**config.mk**
```make
export PLATFORM = sky130hd
export DESIGN_NAME = cpuxb_core
export DESIGN_NICKNAME = d
export VERILOG_FILES = /design/src/include/cpuxb_pkg.sv /design/src/include/cpuxb_mem_if.sv /design/src/logic/cpuxb_dmem.sv /design/src/logic/cpuxb_core.sv
export VERILOG_INCLUDE_DIRS = /design/src /design/src/include
export SDC_FILE = /design/constraint.sdc
export NUM_CORES = 2
export LEC_CHECK = 0
export BUFFER_PORTS_ARGS = -buffer_cell sky130_fd_sc_hd__buf_2
export CORE_MARGIN = 4
export CORE_UTILIZATION = 55
export DETAILED_ROUTE_END_ITERATION = 10
export PLACE_DENSITY = 0.74
export SLEW_MARGIN = 20
export SYNTH_ARGS = -nofsm -noshare
export SYNTH_HDL_FRONTEND = slang
export SYNTH_HIERARCHICAL = 1
export SYNTH_SLANG_ARGS = --single-unit
```
**constraint.sdc**
```tcl
create_clock -name CLOCK -period 8.7 [get_ports CLOCK]
set_input_delay 0 -clock CLOCK [delete_from_list [all_inputs] [get_ports CLOCK]]
set_output_delay 0 -clock CLOCK [all_outputs]
set_load 0.01 [all_outputs]
```
**src/include/cpuxb_map.svh**
```systemverilog
`ifndef CPUXB_MAP_SVH
`define CPUXB_MAP_SVH
// apb register offsets
`define CPUXB_OFS_CMD     8'h00
`define CPUXB_OFS_STAT    8'h04
`define CPUXB_OFS_FLAGS   8'h08
`define CPUXB_OFS_PTR     8'h0c
`define CPUXB_OFS_CTRL    8'h10
`define CPUXB_OFS_GPR     8'h40
`define CPUXB_OFS_GPR_END 8'h7c
// command word fields
`define CPUXB_CMD_OP_LSB   0
`define CPUXB_CMD_BIT_LSB  5
`define CPUXB_CMD_REG_LSB  8
`define CPUXB_CMD_ADDR_LSB 12
// pointer register fields
`define CPUXB_PTR_Z_LSB  0
`define CPUXB_PTR_SP_LSB 8
// status register flag positions
`define CPUXB_FLG_C 0
`define CPUXB_FLG_Z 1
`define CPUXB_FLG_N 2
`define CPUXB_FLG_V 3
`define CPUXB_FLG_S 4
`define CPUXB_FLG_H 5
`define CPUXB_FLG_T 6
// reset values
`define CPUXB_FLAGS_RST 8'h00
`define CPUXB_SP_RST   8'hff
`define CPUXB_Z_RST    8'h00
`define CPUXB_WAIT_RST 2'h0
// execution lengths in cycles
`define CPUXB_CYC_ONE 4'h1
`define CPUXB_CYC_TWO 4'h2
`endif

```
**src/include/cpuxb_pkg.sv**
```systemverilog
`default_nettype none
package cpuxb_pkg;
   typedef enum logic [4:0] {
      OP_NOP, OP_IO_READ, OP_IO_WRITE, OP_PUSH, OP_POP,
      OP_EXCHG, OP_LD_OR, OP_LD_ANDN, OP_LD_XOR,
      OP_LSL, OP_LSR, OP_ROT_L, OP_ROT_R, OP_ASR, OP_SWAP,
      OP_FSET, OP_FCLR, OP_IOB_SET, OP_IOB_CLR, OP_T_STORE, OP_T_LOAD,
      OP_BREAK, OP_SLEEP, OP_WDR
   } cpuxb_op_t;
   typedef enum logic {ST_IDLE, ST_EXEC} cpuxb_state_t;
   typedef logic [7:0] cpuxb_byte_t;
endpackage
`default_nettype wire

```
**src/include/cpuxb_mem_if.sv**
```systemverilog
`default_nettype none
interface cpuxb_mem_if;
   logic       ce;
   logic       we;
   logic [7:0] waddr;
   logic [7:0] wdata;
   logic [7:0] raddr;
   logic [7:0] rdata;
   modport core (output ce, we, waddr, wdata, raddr, input rdata);
   modport mem  (input ce, we, waddr, wdata, raddr, output rdata);
endinterface
`default_nettype wire

```
**src/logic/cpuxb_dmem.sv**
```systemverilog
`default_nettype none
module cpuxb_dmem
   import cpuxb_pkg::*;
(
   // clock
   input wire logic  clk,
   // data memory port
   cpuxb_mem_if.mem  port
);
   cpuxb_byte_t ram_q [256];
   cpuxb_byte_t rdata_q;

   // read returns the old byte on a same-address write
   always_ff @(posedge clk)
   begin
      if (port.ce)
      begin
         if (port.we)
            ram_q[port.waddr] <= port.wdata;
         rdata_q <= ram_q[port.raddr];
      end
   end

   assign port.rdata = rdata_q;
endmodule // cpuxb_dmem
`default_nettype wire

```
**src/logic/cpuxb_core.sv**
```systemverilog
// Function
// - io read copies I/O byte into register in one cycle, flags kept
// - push writes register onto stack in one cycle, flags kept
// - pop loads register from stack in two cycles, flags kept
// - load-or returns old byte, writes register OR byte, two cycles
// - load-andnot returns old byte, writes byte AND NOT register
// - load-xor returns old byte, writes register XOR byte, two cycles
// - rotate left through carry, one cycle, updates Z C N V H
// - rotate right through carry, one cycle, updates Z C N V not H
// - io bit set forces selected I/O bit high in one cycle
// - io bit clear forces selected I/O bit low in one cycle
// - register bit copied into transfer flag in one cycle
// - transfer flag copied into register bit, flags kept
// - overflow flag set or cleared alone in one cycle
// - half carry flag set or cleared alone in one cycle
// - signed test flag set or cleared alone in one cycle
// - stack and memory cycle counts hold for internal memory only
//
// Added by the designer: the APB slave port and the register offsets.
`include "cpuxb_map.svh"
`default_nettype none
module cpuxb_core
   import cpuxb_pkg::*;
(
   // clocking
   input  wire logic        CLOCK,
   input  wire logic        SRST,
   input  wire logic        CLKEN,
   // apb slave
   input  wire logic        PSEL,
   input  wire logic        PENABLE,
   input  wire logic        PWRITE,
   input  wire logic [7:0]  PADDR,
   input  wire logic [31:0] PWDATA,
   output var  logic [31:0] PRDATA,
   output logic             PREADY,
   output logic             PSLVERR,
   // mcu control events
   output var  logic        BREAK_EVT,
   output var  logic        SLEEP_REQ,
   output var  logic        WDOG_CLR,
   output logic             BUSY
);
   cpuxb_mem_if mem_if ();

   cpuxb_state_t state_q;
   cpuxb_op_t    op_q;
   cpuxb_byte_t  gpr_q [16];
   cpuxb_byte_t  flags_q, flags_d;
   cpuxb_byte_t  sp_q, sp_d;
   cpuxb_byte_t  z_q;
   cpuxb_byte_t  addr_q;
   logic [2:0]   bit_q;
   logic [3:0]   rd_q;
   logic [3:0]   step_q;
   logic [3:0]   len_q;
   logic         first_q;
   logic [1:0]   wait_q;
   logic [31:0]  cmd_q;
   logic         rdy_q;
   logic         gpr_we;
   cpuxb_byte_t  gpr_wd;
   logic [8:0]   sh_res;

   // op length; memory ops stretch by the external wait count
   function automatic logic [3:0] op_len(cpuxb_op_t op, logic [1:0] ws);
      logic [3:0] base;
      logic       memop;
      base  = (op == OP_POP || op == OP_EXCHG || op == OP_LD_OR || op == OP_LD_ANDN ||
               op == OP_LD_XOR) ? `CPUXB_CYC_TWO : `CPUXB_CYC_ONE;
      memop = (op == OP_PUSH || op == OP_POP || op == OP_EXCHG || op == OP_LD_OR ||
               op == OP_LD_ANDN || op == OP_LD_XOR);
      return memop ? base + {2'h0, ws} : base;
   endfunction

   // {carry, result} of a one-bit shift or rotate
   function automatic logic [8:0] shift(cpuxb_op_t op, cpuxb_byte_t v, logic c);
      case (op)
         OP_LSL:  return {v[7], v[6:0], 1'b0};
         OP_LSR:  return {v[0], 1'b0, v[7:1]};
         OP_ROT_L: return {v[7], v[6:0], c};
         OP_ROT_R: return {v[0], c, v[7:1]};
         default: return {v[0], v[7], v[7:1]};
      endcase
   endfunction

   // apb decode
   wire         apb_acc   = PSEL && PENABLE && PREADY;
   wire         apb_wr    = apb_acc && PWRITE;
   wire         busy      = (state_q == ST_EXEC);
   wire         hit_cmd   = (PADDR == `CPUXB_OFS_CMD);
   wire         hit_stat  = (PADDR == `CPUXB_OFS_STAT);
   wire         hit_flags = (PADDR == `CPUXB_OFS_FLAGS);
   wire         hit_ptr   = (PADDR == `CPUXB_OFS_PTR);
   wire         hit_ctrl  = (PADDR == `CPUXB_OFS_CTRL);
   wire         hit_gpr   = (PADDR >= `CPUXB_OFS_GPR) && (PADDR <= `CPUXB_OFS_GPR_END)
                            && (PADDR[1:0] == 2'h0);
   wire [3:0]   gpr_idx   = PADDR[5:2];
   wire         hit_any   = hit_cmd || hit_stat || hit_flags || hit_ptr || hit_ctrl || hit_gpr;
   // command, flags, pointer and register writes are refused while an op runs; ctrl writes are still taken
   wire         wr_blk    = busy && (hit_cmd || hit_flags || hit_ptr || hit_gpr);
   wire         wr_ok     = apb_wr && !wr_blk && hit_any;
   wire         acc_go    = wr_ok && hit_cmd;
   wire         exec_go   = busy && first_q && CLKEN;
   cpuxb_op_t   cmd_op;
   assign       cmd_op    = cpuxb_op_t'(PWDATA[`CPUXB_CMD_OP_LSB +: 5]);
   wire [3:0]   cmd_reg   = PWDATA[`CPUXB_CMD_REG_LSB +: 4];
   wire [7:0]   cmd_addr  = PWDATA[`CPUXB_CMD_ADDR_LSB +: 8];
   wire [7:0]   eff_addr  = (cmd_op == OP_PUSH) ? sp_q :
                            (cmd_op == OP_POP) ? 8'(sp_q + 8'h01) :
                            (cmd_op == OP_EXCHG || cmd_op == OP_LD_OR || cmd_op == OP_LD_ANDN ||
                             cmd_op == OP_LD_XOR) ? z_q : cmd_addr;
   wire [7:0]   bmask     = 8'h01 << bit_q;
   cpuxb_byte_t rv;
   assign       rv        = gpr_q[rd_q];
   wire [7:0]   md        = mem_if.rdata;

   assign PREADY  = rdy_q && CLKEN;
   assign PSLVERR = PSEL && PENABLE && (!hit_any || (PWRITE && wr_blk));
   assign BUSY    = busy;

   // memory port: read at accept, write in the work cycle
   assign mem_if.ce    = CLKEN;
   assign mem_if.raddr = eff_addr;
   assign mem_if.waddr = addr_q;
   assign sh_res       = shift(op_q, rv, flags_q[`CPUXB_FLG_C]);
   always_comb
   begin
      mem_if.we    = 1'b0;
      mem_if.wdata = 8'h00;
      gpr_we       = 1'b0;
      gpr_wd       = rv;
      flags_d      = flags_q;
      sp_d         = sp_q;
      if (exec_go)
      begin
         case (op_q)
            OP_IO_READ:
            begin
               gpr_we = 1'b1;
               gpr_wd = md;
            end
            OP_IO_WRITE:
            begin
               mem_if.we    = 1'b1;
               mem_if.wdata = rv;
            end
            OP_PUSH:
            begin
               mem_if.we    = 1'b1;
               mem_if.wdata = rv;
               sp_d         = 8'(sp_q - 8'h01);
            end
            OP_POP:
            begin
               gpr_we = 1'b1;
               gpr_wd = md;
               sp_d   = 8'(sp_q + 8'h01);
            end
            OP_EXCHG, OP_LD_OR, OP_LD_ANDN, OP_LD_XOR:
            begin
               gpr_we    = 1'b1;
               gpr_wd    = md;
               mem_if.we = 1'b1;
               case (op_q)
                  OP_EXCHG:   mem_if.wdata = rv;
                  OP_LD_OR:   mem_if.wdata = rv | md;
                  OP_LD_ANDN: mem_if.wdata = md & ~rv;
                  default:    mem_if.wdata = rv ^ md;
               endcase
            end
            OP_LSL, OP_LSR, OP_ROT_L, OP_ROT_R, OP_ASR:
            begin
               gpr_we = 1'b1;
               gpr_wd = sh_res[7:0];
               flags_d[`CPUXB_FLG_C] = sh_res[8];
               flags_d[`CPUXB_FLG_Z] = (sh_res[7:0] == 8'h00);
               flags_d[`CPUXB_FLG_N] = sh_res[7];
               flags_d[`CPUXB_FLG_V] = sh_res[7] ^ sh_res[8];
               // half carry only for left moves
               if (op_q == OP_LSL || op_q == OP_ROT_L)
                  flags_d[`CPUXB_FLG_H] = rv[3];
            end
            OP_SWAP:
            begin
               gpr_we = 1'b1;
               gpr_wd = {rv[3:0], rv[7:4]};
            end
            OP_FSET: flags_d = flags_q | bmask;
            OP_FCLR: flags_d = flags_q & ~bmask;
            OP_IOB_SET, OP_IOB_CLR:
            begin
               mem_if.we    = 1'b1;
               mem_if.wdata = (op_q == OP_IOB_SET) ? (md | bmask) : (md & ~bmask);
            end
            OP_T_STORE: flags_d[`CPUXB_FLG_T] = rv[bit_q];
            OP_T_LOAD:
            begin
               gpr_we         = 1'b1;
               gpr_wd[bit_q]  = flags_q[`CPUXB_FLG_T];
            end
            default: ;
         endcase
      end
   end

   // sequencing and apb-side registers
   always_ff @(posedge CLOCK)
   begin
      if (SRST)
      begin
         state_q <= ST_IDLE;
         op_q    <= OP_NOP;
         first_q <= 1'b0;
         step_q  <= 4'h0;
         len_q   <= 4'h0;
         rd_q    <= 4'h0;
         bit_q   <= 3'h0;
         addr_q  <= 8'h00;
         cmd_q   <= 32'h0;
         rdy_q   <= 1'b0;
         PRDATA  <= 32'h0;
      end
      else if (CLKEN)
      begin
         rdy_q   <= PSEL && !(PENABLE && PREADY);
         first_q <= acc_go;
         if (PSEL && !PENABLE)
         begin
            if (hit_cmd)       PRDATA <= cmd_q;
            else if (hit_stat) PRDATA <= {20'h0, len_q, 7'h0, busy};
            else if (hit_flags) PRDATA <= {24'h0, flags_q};
            else if (hit_ptr)  PRDATA <= {16'h0, sp_q, z_q};
            else if (hit_ctrl) PRDATA <= {30'h0, wait_q};
            else if (hit_gpr)  PRDATA <= {24'h0, gpr_q[gpr_idx]};
            else               PRDATA <= 32'h0;
         end
         if (acc_go)
         begin
            state_q <= ST_EXEC;
            op_q    <= cmd_op;
            rd_q    <= cmd_reg;
            bit_q   <= PWDATA[`CPUXB_CMD_BIT_LSB +: 3];
            addr_q  <= eff_addr;
            cmd_q   <= PWDATA;
            len_q   <= op_len(cmd_op, wait_q);
            step_q  <= 4'(op_len(cmd_op, wait_q) - 4'h1);
         end
         else if (busy)
         begin
            if (step_q == 4'h0)
               state_q <= ST_IDLE;
            else
               step_q <= 4'(step_q - 4'h1);
         end
      end
   end

   // architectural state
   always_ff @(posedge CLOCK)
   begin
      if (SRST)
      begin
         flags_q   <= `CPUXB_FLAGS_RST;
         sp_q      <= `CPUXB_SP_RST;
         z_q       <= `CPUXB_Z_RST;
         wait_q    <= `CPUXB_WAIT_RST;
         BREAK_EVT <= 1'b0;
         SLEEP_REQ <= 1'b0;
         WDOG_CLR  <= 1'b0;
         for (int i = 0; i < 16; i++)
            gpr_q[i] <= 8'h00;
      end
      else if (CLKEN)
      begin
         BREAK_EVT <= exec_go && op_q == OP_BREAK;
         SLEEP_REQ <= exec_go && op_q == OP_SLEEP;
         WDOG_CLR  <= exec_go && op_q == OP_WDR;
         if (busy)
         begin
            flags_q <= flags_d;
            sp_q   <= sp_d;
            if (gpr_we)
               gpr_q[rd_q] <= gpr_wd;
         end
         else if (wr_ok)
         begin
            if (hit_flags) flags_q <= PWDATA[7:0];
            if (hit_ptr)
            begin
               z_q  <= PWDATA[`CPUXB_PTR_Z_LSB +: 8];
               sp_q <= PWDATA[`CPUXB_PTR_SP_LSB +: 8];
            end
            if (hit_gpr) gpr_q[gpr_idx] <= PWDATA[7:0];
         end
         if (wr_ok && hit_ctrl)
            wait_q <= PWDATA[1:0];
      end
   end

   cpuxb_dmem u_dmem (
      .clk  (CLOCK),
      .port (mem_if.mem)
   );
endmodule // cpuxb_core
`default_nettype wire

```
* After elaboration in Yosys (flattened, before gate mapping)
Memories as Yosys holds them, arrays and structs flattened. A register that Yosys moved wholly into a read port is not among the register bits.
Cells that the tools add are included.
** Word-level totals
- Output and inout bits :: 38
- Bits in registers :: 124
- Memory bits (writable) :: 2176
- Memories kept :: 2
** Memories
- u_dmem.ram_q :: depth 256, width 8, read ports 1, clocked after Yosys merged registers in 1, wr ports 1, RTL line cpuxb_dmem.sv:10 : cpuxb_byte_t ram_q [256];
- gpr_q :: depth 16, width 8, read ports 2, clocked after Yosys merged registers in 1, wr ports 16, RTL line cpuxb_core.sv:48 : cpuxb_byte_t gpr_q [16];
** Cells by class
- Equal/unequal tests :: 40
- Bitwise operators :: 11
- $add $sub $neg :: 5
- Reduce and logical (&&, ||, !) cells :: 75
- Order comparisons :: 4
- Muxes and demuxes :: 72
- Shift operators :: 1
** Operator list (count)
- 2-to-1 mux 8 bit :: 18
- 2-to-1 mux 16 bit :: 3
- case mux 8 bit (3 select lines) :: 2
- == test 5 x 4 -> 1 bit, second input constant :: 9
- == test 5 x 3 -> 1 bit, second input constant :: 8
- == test 5 bit, second input constant :: 8
- case mux 9 bit (4 select lines) :: 1
- 2-to-1 mux 32 bit :: 1
- case mux 8 bit (4 select lines) :: 1
- 2-to-1 mux 1 bit :: 28
- 2-to-1 mux 4 bit :: 7
- bitwise AND 8 bit :: 3
- OR 8 bit :: 3
- OR reduction 8 bit :: 3
- logical AND 1 bit :: 22
- logical OR 1 bit :: 22
- AND reduction 5 bit :: 4
- == test 8 x 4 -> 1 bit, second input constant :: 2
- zero test 8 bit :: 2
- NOT 8 bit :: 2
- case mux 8 bit (2 select lines) :: 1
- == test 5 x 2 -> 1 bit, second input constant :: 3
- OR reduction 13 bit :: 1
- case mux 4 bit (3 select lines) :: 1
- 40 further kinds :: 53

* Logic depth before layout (Yosys ltp)
- Depth after elaboration :: 15
- Gate-level depth with buffers :: 18
- Depth with buffers taken out :: 13

* By module
Netlist, hierarchy kept.
** Modules (own cells, without submodules)
- cpuxb_dmem :: cells an instance 3762, instances 1, area an instance 79945.4 µm², sequential area each 61739.2 µm²
- cpuxb_core :: cells an instance 1500, instances 1, area an instance 14566.5 µm², sequential area each 6145.9 µm²

* Worst setup path after synthesis
OpenSTA, ideal clock, no wires.
- Path type :: register -> register
- Start point :: reg (tool-made name)
- End point :: mem u_dmem/ram_q[0][0] in the netlist's numbering, data pin
- Stages on the path, launching flop included :: 13
- Path slack :: -0.838 ns
- Required time :: 7.307 ns
- Clock period less this slack :: 9.538 ns
- Arrival time :: 8.146 ns
- Cells stage by stage :: dfxtp_1 > buf_6 > buf_12 > mux4_2 > and2_1 > or2_1 > o21ai_2 > ha_1 > nand2_1 > o21ai_0 > a22o_1 > a222oi_1 > nor2_1
** RTL lines (RTL line)
- end: declaration :: cpuxb_dmem.sv:10

* Final worst setup path
- Start point :: reg op_q[0]
- End point :: mem u_dmem/ram_q[92][4] in the netlist's numbering, enable pin
** Between the ends
- Word-level cells in the longest chain between the ends :: 7
- Elaborated cells between the ends (all ways) :: 14
** RTL lines
- start: declaration :: RTL line cpuxb_core.sv:47 : cpuxb_op_t op_q;
- start signal: assignment :: RTL line cpuxb_core.sv:241 : op_q <= cmd_op;
- == test 5 bit, or another cell as far along :: RTL line cpuxb_core.sv:137 : case (op_q)
- OR reduction 8 bit (no source line) *
- 2-to-1 mux 1 bit * :: RTL line cpuxb_core.sv:137
- 2-to-1 mux 1 bit * :: RTL line cpuxb_core.sv:135 : if (exec_go)
- net mem_if.we :: RTL line cpuxb_mem_if.sv:4 : logic we;
- 2-to-1 mux 1 bit * :: RTL line cpuxb_dmem.sv:18 : if (port.we)
- 2-to-1 mux 1 bit * :: RTL line cpuxb_dmem.sv:16 : if (port.ce)
- 2-to-1 mux 1 bit (not written as such) * :: RTL line cpuxb_dmem.sv:19 : ram_q[port.waddr] <= port.wdata;
The timed path passes the listed nets; every way through them passes the cells marked *.

==> results.toml <==
[setup_path]
crit_required_ns = 9.15
worst_setup_path_end_kind = "register"
crit_end = "u_dmem/ram_q[92][4]"
regToRegEndpoint = "u_dmem/ram_q[92][4]"
startpoint_type = "register"
crit_start = "op_q[0]"
worstPathMaxFanout = 31
reg2reg_slack_ns = 2.95
crit_chain = "nor2b_1 -> a21oi_1 -> o22a_1 -> o22ai_1 -> nand2_1 -> inv_1 -> and2_1 -> nand4_1 -> buf_4 -> nor2_1"
cp.arrival_ns = 6.20
crit_path_max_incr_delay_ns = 1.01
r2r-start = "op_q[0]"
reg2reg_depth = 10
slowest_stage = "nand4_1"
critPathKind = "register to register"

[floorplanning]
placementRows = 151
core_area_sq_um = 170000
die_height_um = 422.5
initial_utilization = 0.5558
io_pins = 84
dieArea_sq_um = 178500
die_w_um = 422.5

[outcome]
status = "finished, final reports clean"

[pwr]
p_leak_nw = 38.00
powerDensity_nw_per_um2 = 213.6
total_power_mw = 22.33
peakVddDrop_mv = 0.2221

[timing]
tightest_slew_ns = 1.156
slew_headroom = 0.2295
setup_violations = 0
layout_min_cycle_time_ns = 5.749
max_freq_mhz = 174.0
setup-tns-final_ns = 0
fin_skew_ns = 0.06619
rsz0062_at_grt = "no"
post-route-period-util = 0.6608
hold_viol_final = 0
final_max_slew_viol_count = 0

[clocking]
root_buffer = "clkbuf_16"
postCtsHoldBufs = 79
cts_made_buffers = 214
h-tree-depth = 4
clk_latency_ns = 0.88
clkSinkCount = 2299
clk_pin_slew_worst_paths_ns = 0.06
post_cts_resized = 0
cts_max_path_buffers = 3
postCtsSetupRepairBufs = 0
cts_tree = "built"

[routing]
vias_per_cell = 6.847
wl_per_cell_um = 31.16
drt_iter0_drc = 7862
routed_wl_um = 242600
drc = 0
drt_first_pass_iters = 9
ant_nets = 0
vias = 53296

[placement]
hpwlAfterDp_um = 146400
portBuffers = 83
dp_cells = 7306
routabilityCongestion = 0.9421

[global_routing]
grt_pass1_vias = 52019
antenna_found_initial = 3
grt_usage = 0.2708
grt_pass1_wl_um = 358100
overflow = 0
grt_max_degree = 215

[logic_synthesis]
syn_area_sq_um = 94510
ys.flop_type = "edfxtp_1"
synth_seq_cells = 2299
synth-warning-count = 6
ys_seq_area_frac = 0.7183
netlist_instances = 5262
yosys.cell_types.count = 105
synth_fp_nets = 5329
synthArstFlopShare = 0
synth-edff-count = 2184
synth_area_per_cell_sq_um = 17.96

[min_path]
min_path_type = "input pin to register"

[cells_and_area]
drive_gt1_frac = 0.1894
layout.nets = 5452
fill_cells = 11626
area_growth_pct = 10.60
stdcell_count = 7784
mostFrequentLayoutCells = "edfxtp_1, mux4_2, nor2_1, nand2_1, clkbuf_16"
final_common_cell = "edfxtp_1"

[job]
cap_violations = 0
==> cell type report <==
cell class / count / area [sq um] / area share
diodes: 2 / 5.005 / 0.00004788
repair buffers: 266 / 2208 / 0.02113
well taps: 2218 / 2775 / 0.02655
flip-flops and latches: 2299 / 67890 / 0.6494
multi-input cells: 2570 / 24570 / 0.2351
clock inverters: 133 / 1404 / 0.01343
inverters: 34 / 127.6 / 0.001221
clock buffers: 262 / 5549 / 0.05308
==> sequential cells by signal (all words and copies together), names as in the netlist, named ones only <==
register and count:
first_q 1, PRDATA 32, u_dmem/port.rdata 8, len_q 3, rdy_q 1, step_q 4
BUSY 1, flags_q 6, u_dmem/ram_q 2048, bit_q 2, gpr_q 128, sp_q 8
cmd_q 23, SLEEP_REQ 1, wait_q 2, WDOG_CLR 1, op_q 4, BREAK_EVT 1
rd_q 3, z_q 8, addr_q 8
==> cell families (layout without fill, tap and decap cells) <==
group,after synthesis,in the layout,share of synthesized area
compound gates,745,745,0.05395
xor+xnor,3,3,0.0002781
fa+ha+maj,21,21,0.002860
buf+inv,393,695,0.02396
flops,2299,2299,0.7183
mux,730,730,0.1486
other cells,0,2,0
simple gates,1071,1071,0.05204
==> cells in the mapped netlist, types with 36 or more instances <==
cell type | count | share of area
o22ai_1 | 54 | 0.0036
clkbuf_1 | 184 | 0.0073
mux4_2 | 462 | 0.11
nand3_1 | 84 | 0.0044
nor2b_1 | 36 | 0.0024
a21oi_1 | 208 | 0.011
a22oi_1 | 144 | 0.011
edfxtp_1 | 2184 | 0.69
nand2_1 | 236 | 0.0094
mux4_1 | 57 | 0.016
nor2_1 | 447 | 0.018
o221ai_1 | 49 | 0.0045
nor3_1 | 81 | 0.0043
mux2i_1 | 189 | 0.020
buf_2 | 50 | 0.0026
nand2b_1 | 36 | 0.0024
o21ai_0 | 69 | 0.0037
dfxtp_1 | 115 | 0.024
==> metal layers <==
metal  global-route usage  up-vias  share of wire
li1                     -    21653              -
met1               0.3857    27405           0.37
met2               0.4124     3678           0.47
met3              0.06649      556           0.12
met4              0.09847        4          0.038
met5                    0        -        0.00014
==> per-stage QoR <==
step	util	worst slack (ns)	hold slack [ns]	cell area [sq um]
2_1_floorplan	-	-0.5893	0.1125	94530
3_3_place_gp	0.5687	2.712	0.2457	96700
3_5_place_dp	0.5689	2.663	0.2498	96740
4_1_cts	0.6145	2.991	0.004511	104500
5_1_grt	0.6147	2.782	0.06053	104500
6_report	0.6148	2.951	0.07383	104500
==> critical path, delay by kind of cell (launching register included) <==
kind,cells,cell delay [ns]
flip-flops,1,0.92
buffers and inverters,2,0.73
AO/OA/AOI/OAI,3,0.49
AND/OR/NAND/NOR,5,3.21
==> power breakdown <==
group	total (mW)	switching [mW]	internal [mW]	leakage (nW)
clock	9.23	4.08	5.16	3.38
sequential	12.0	0.0423	12.0	26.1
combinational	1.09	0.706	0.387	8.49
==> worst min-delay path by stage <==
| stage | from | end | slack, ns | depth (start not counted) |
|---|---|---|---|---|
| floorplan | CLKEN | u_dmem/port.rdata[0] | 0.11 | 0 |
| global placement | PWDATA[31] | cmd_q[31] | 0.25 | 3 |
| detailed placement | PWDATA[31] | cmd_q[31] | 0.25 | 3 |
| CTS | PADDR[7] | PRDATA[12] | 0.005 | 5 |
| global route | PADDR[4] | PRDATA[1] | 0.06 | 4 |
| finish | PWDATA[7] | z_q[7] | 0.07 | 4 |
No activity file was read; power rests on OpenSTA's default activity.
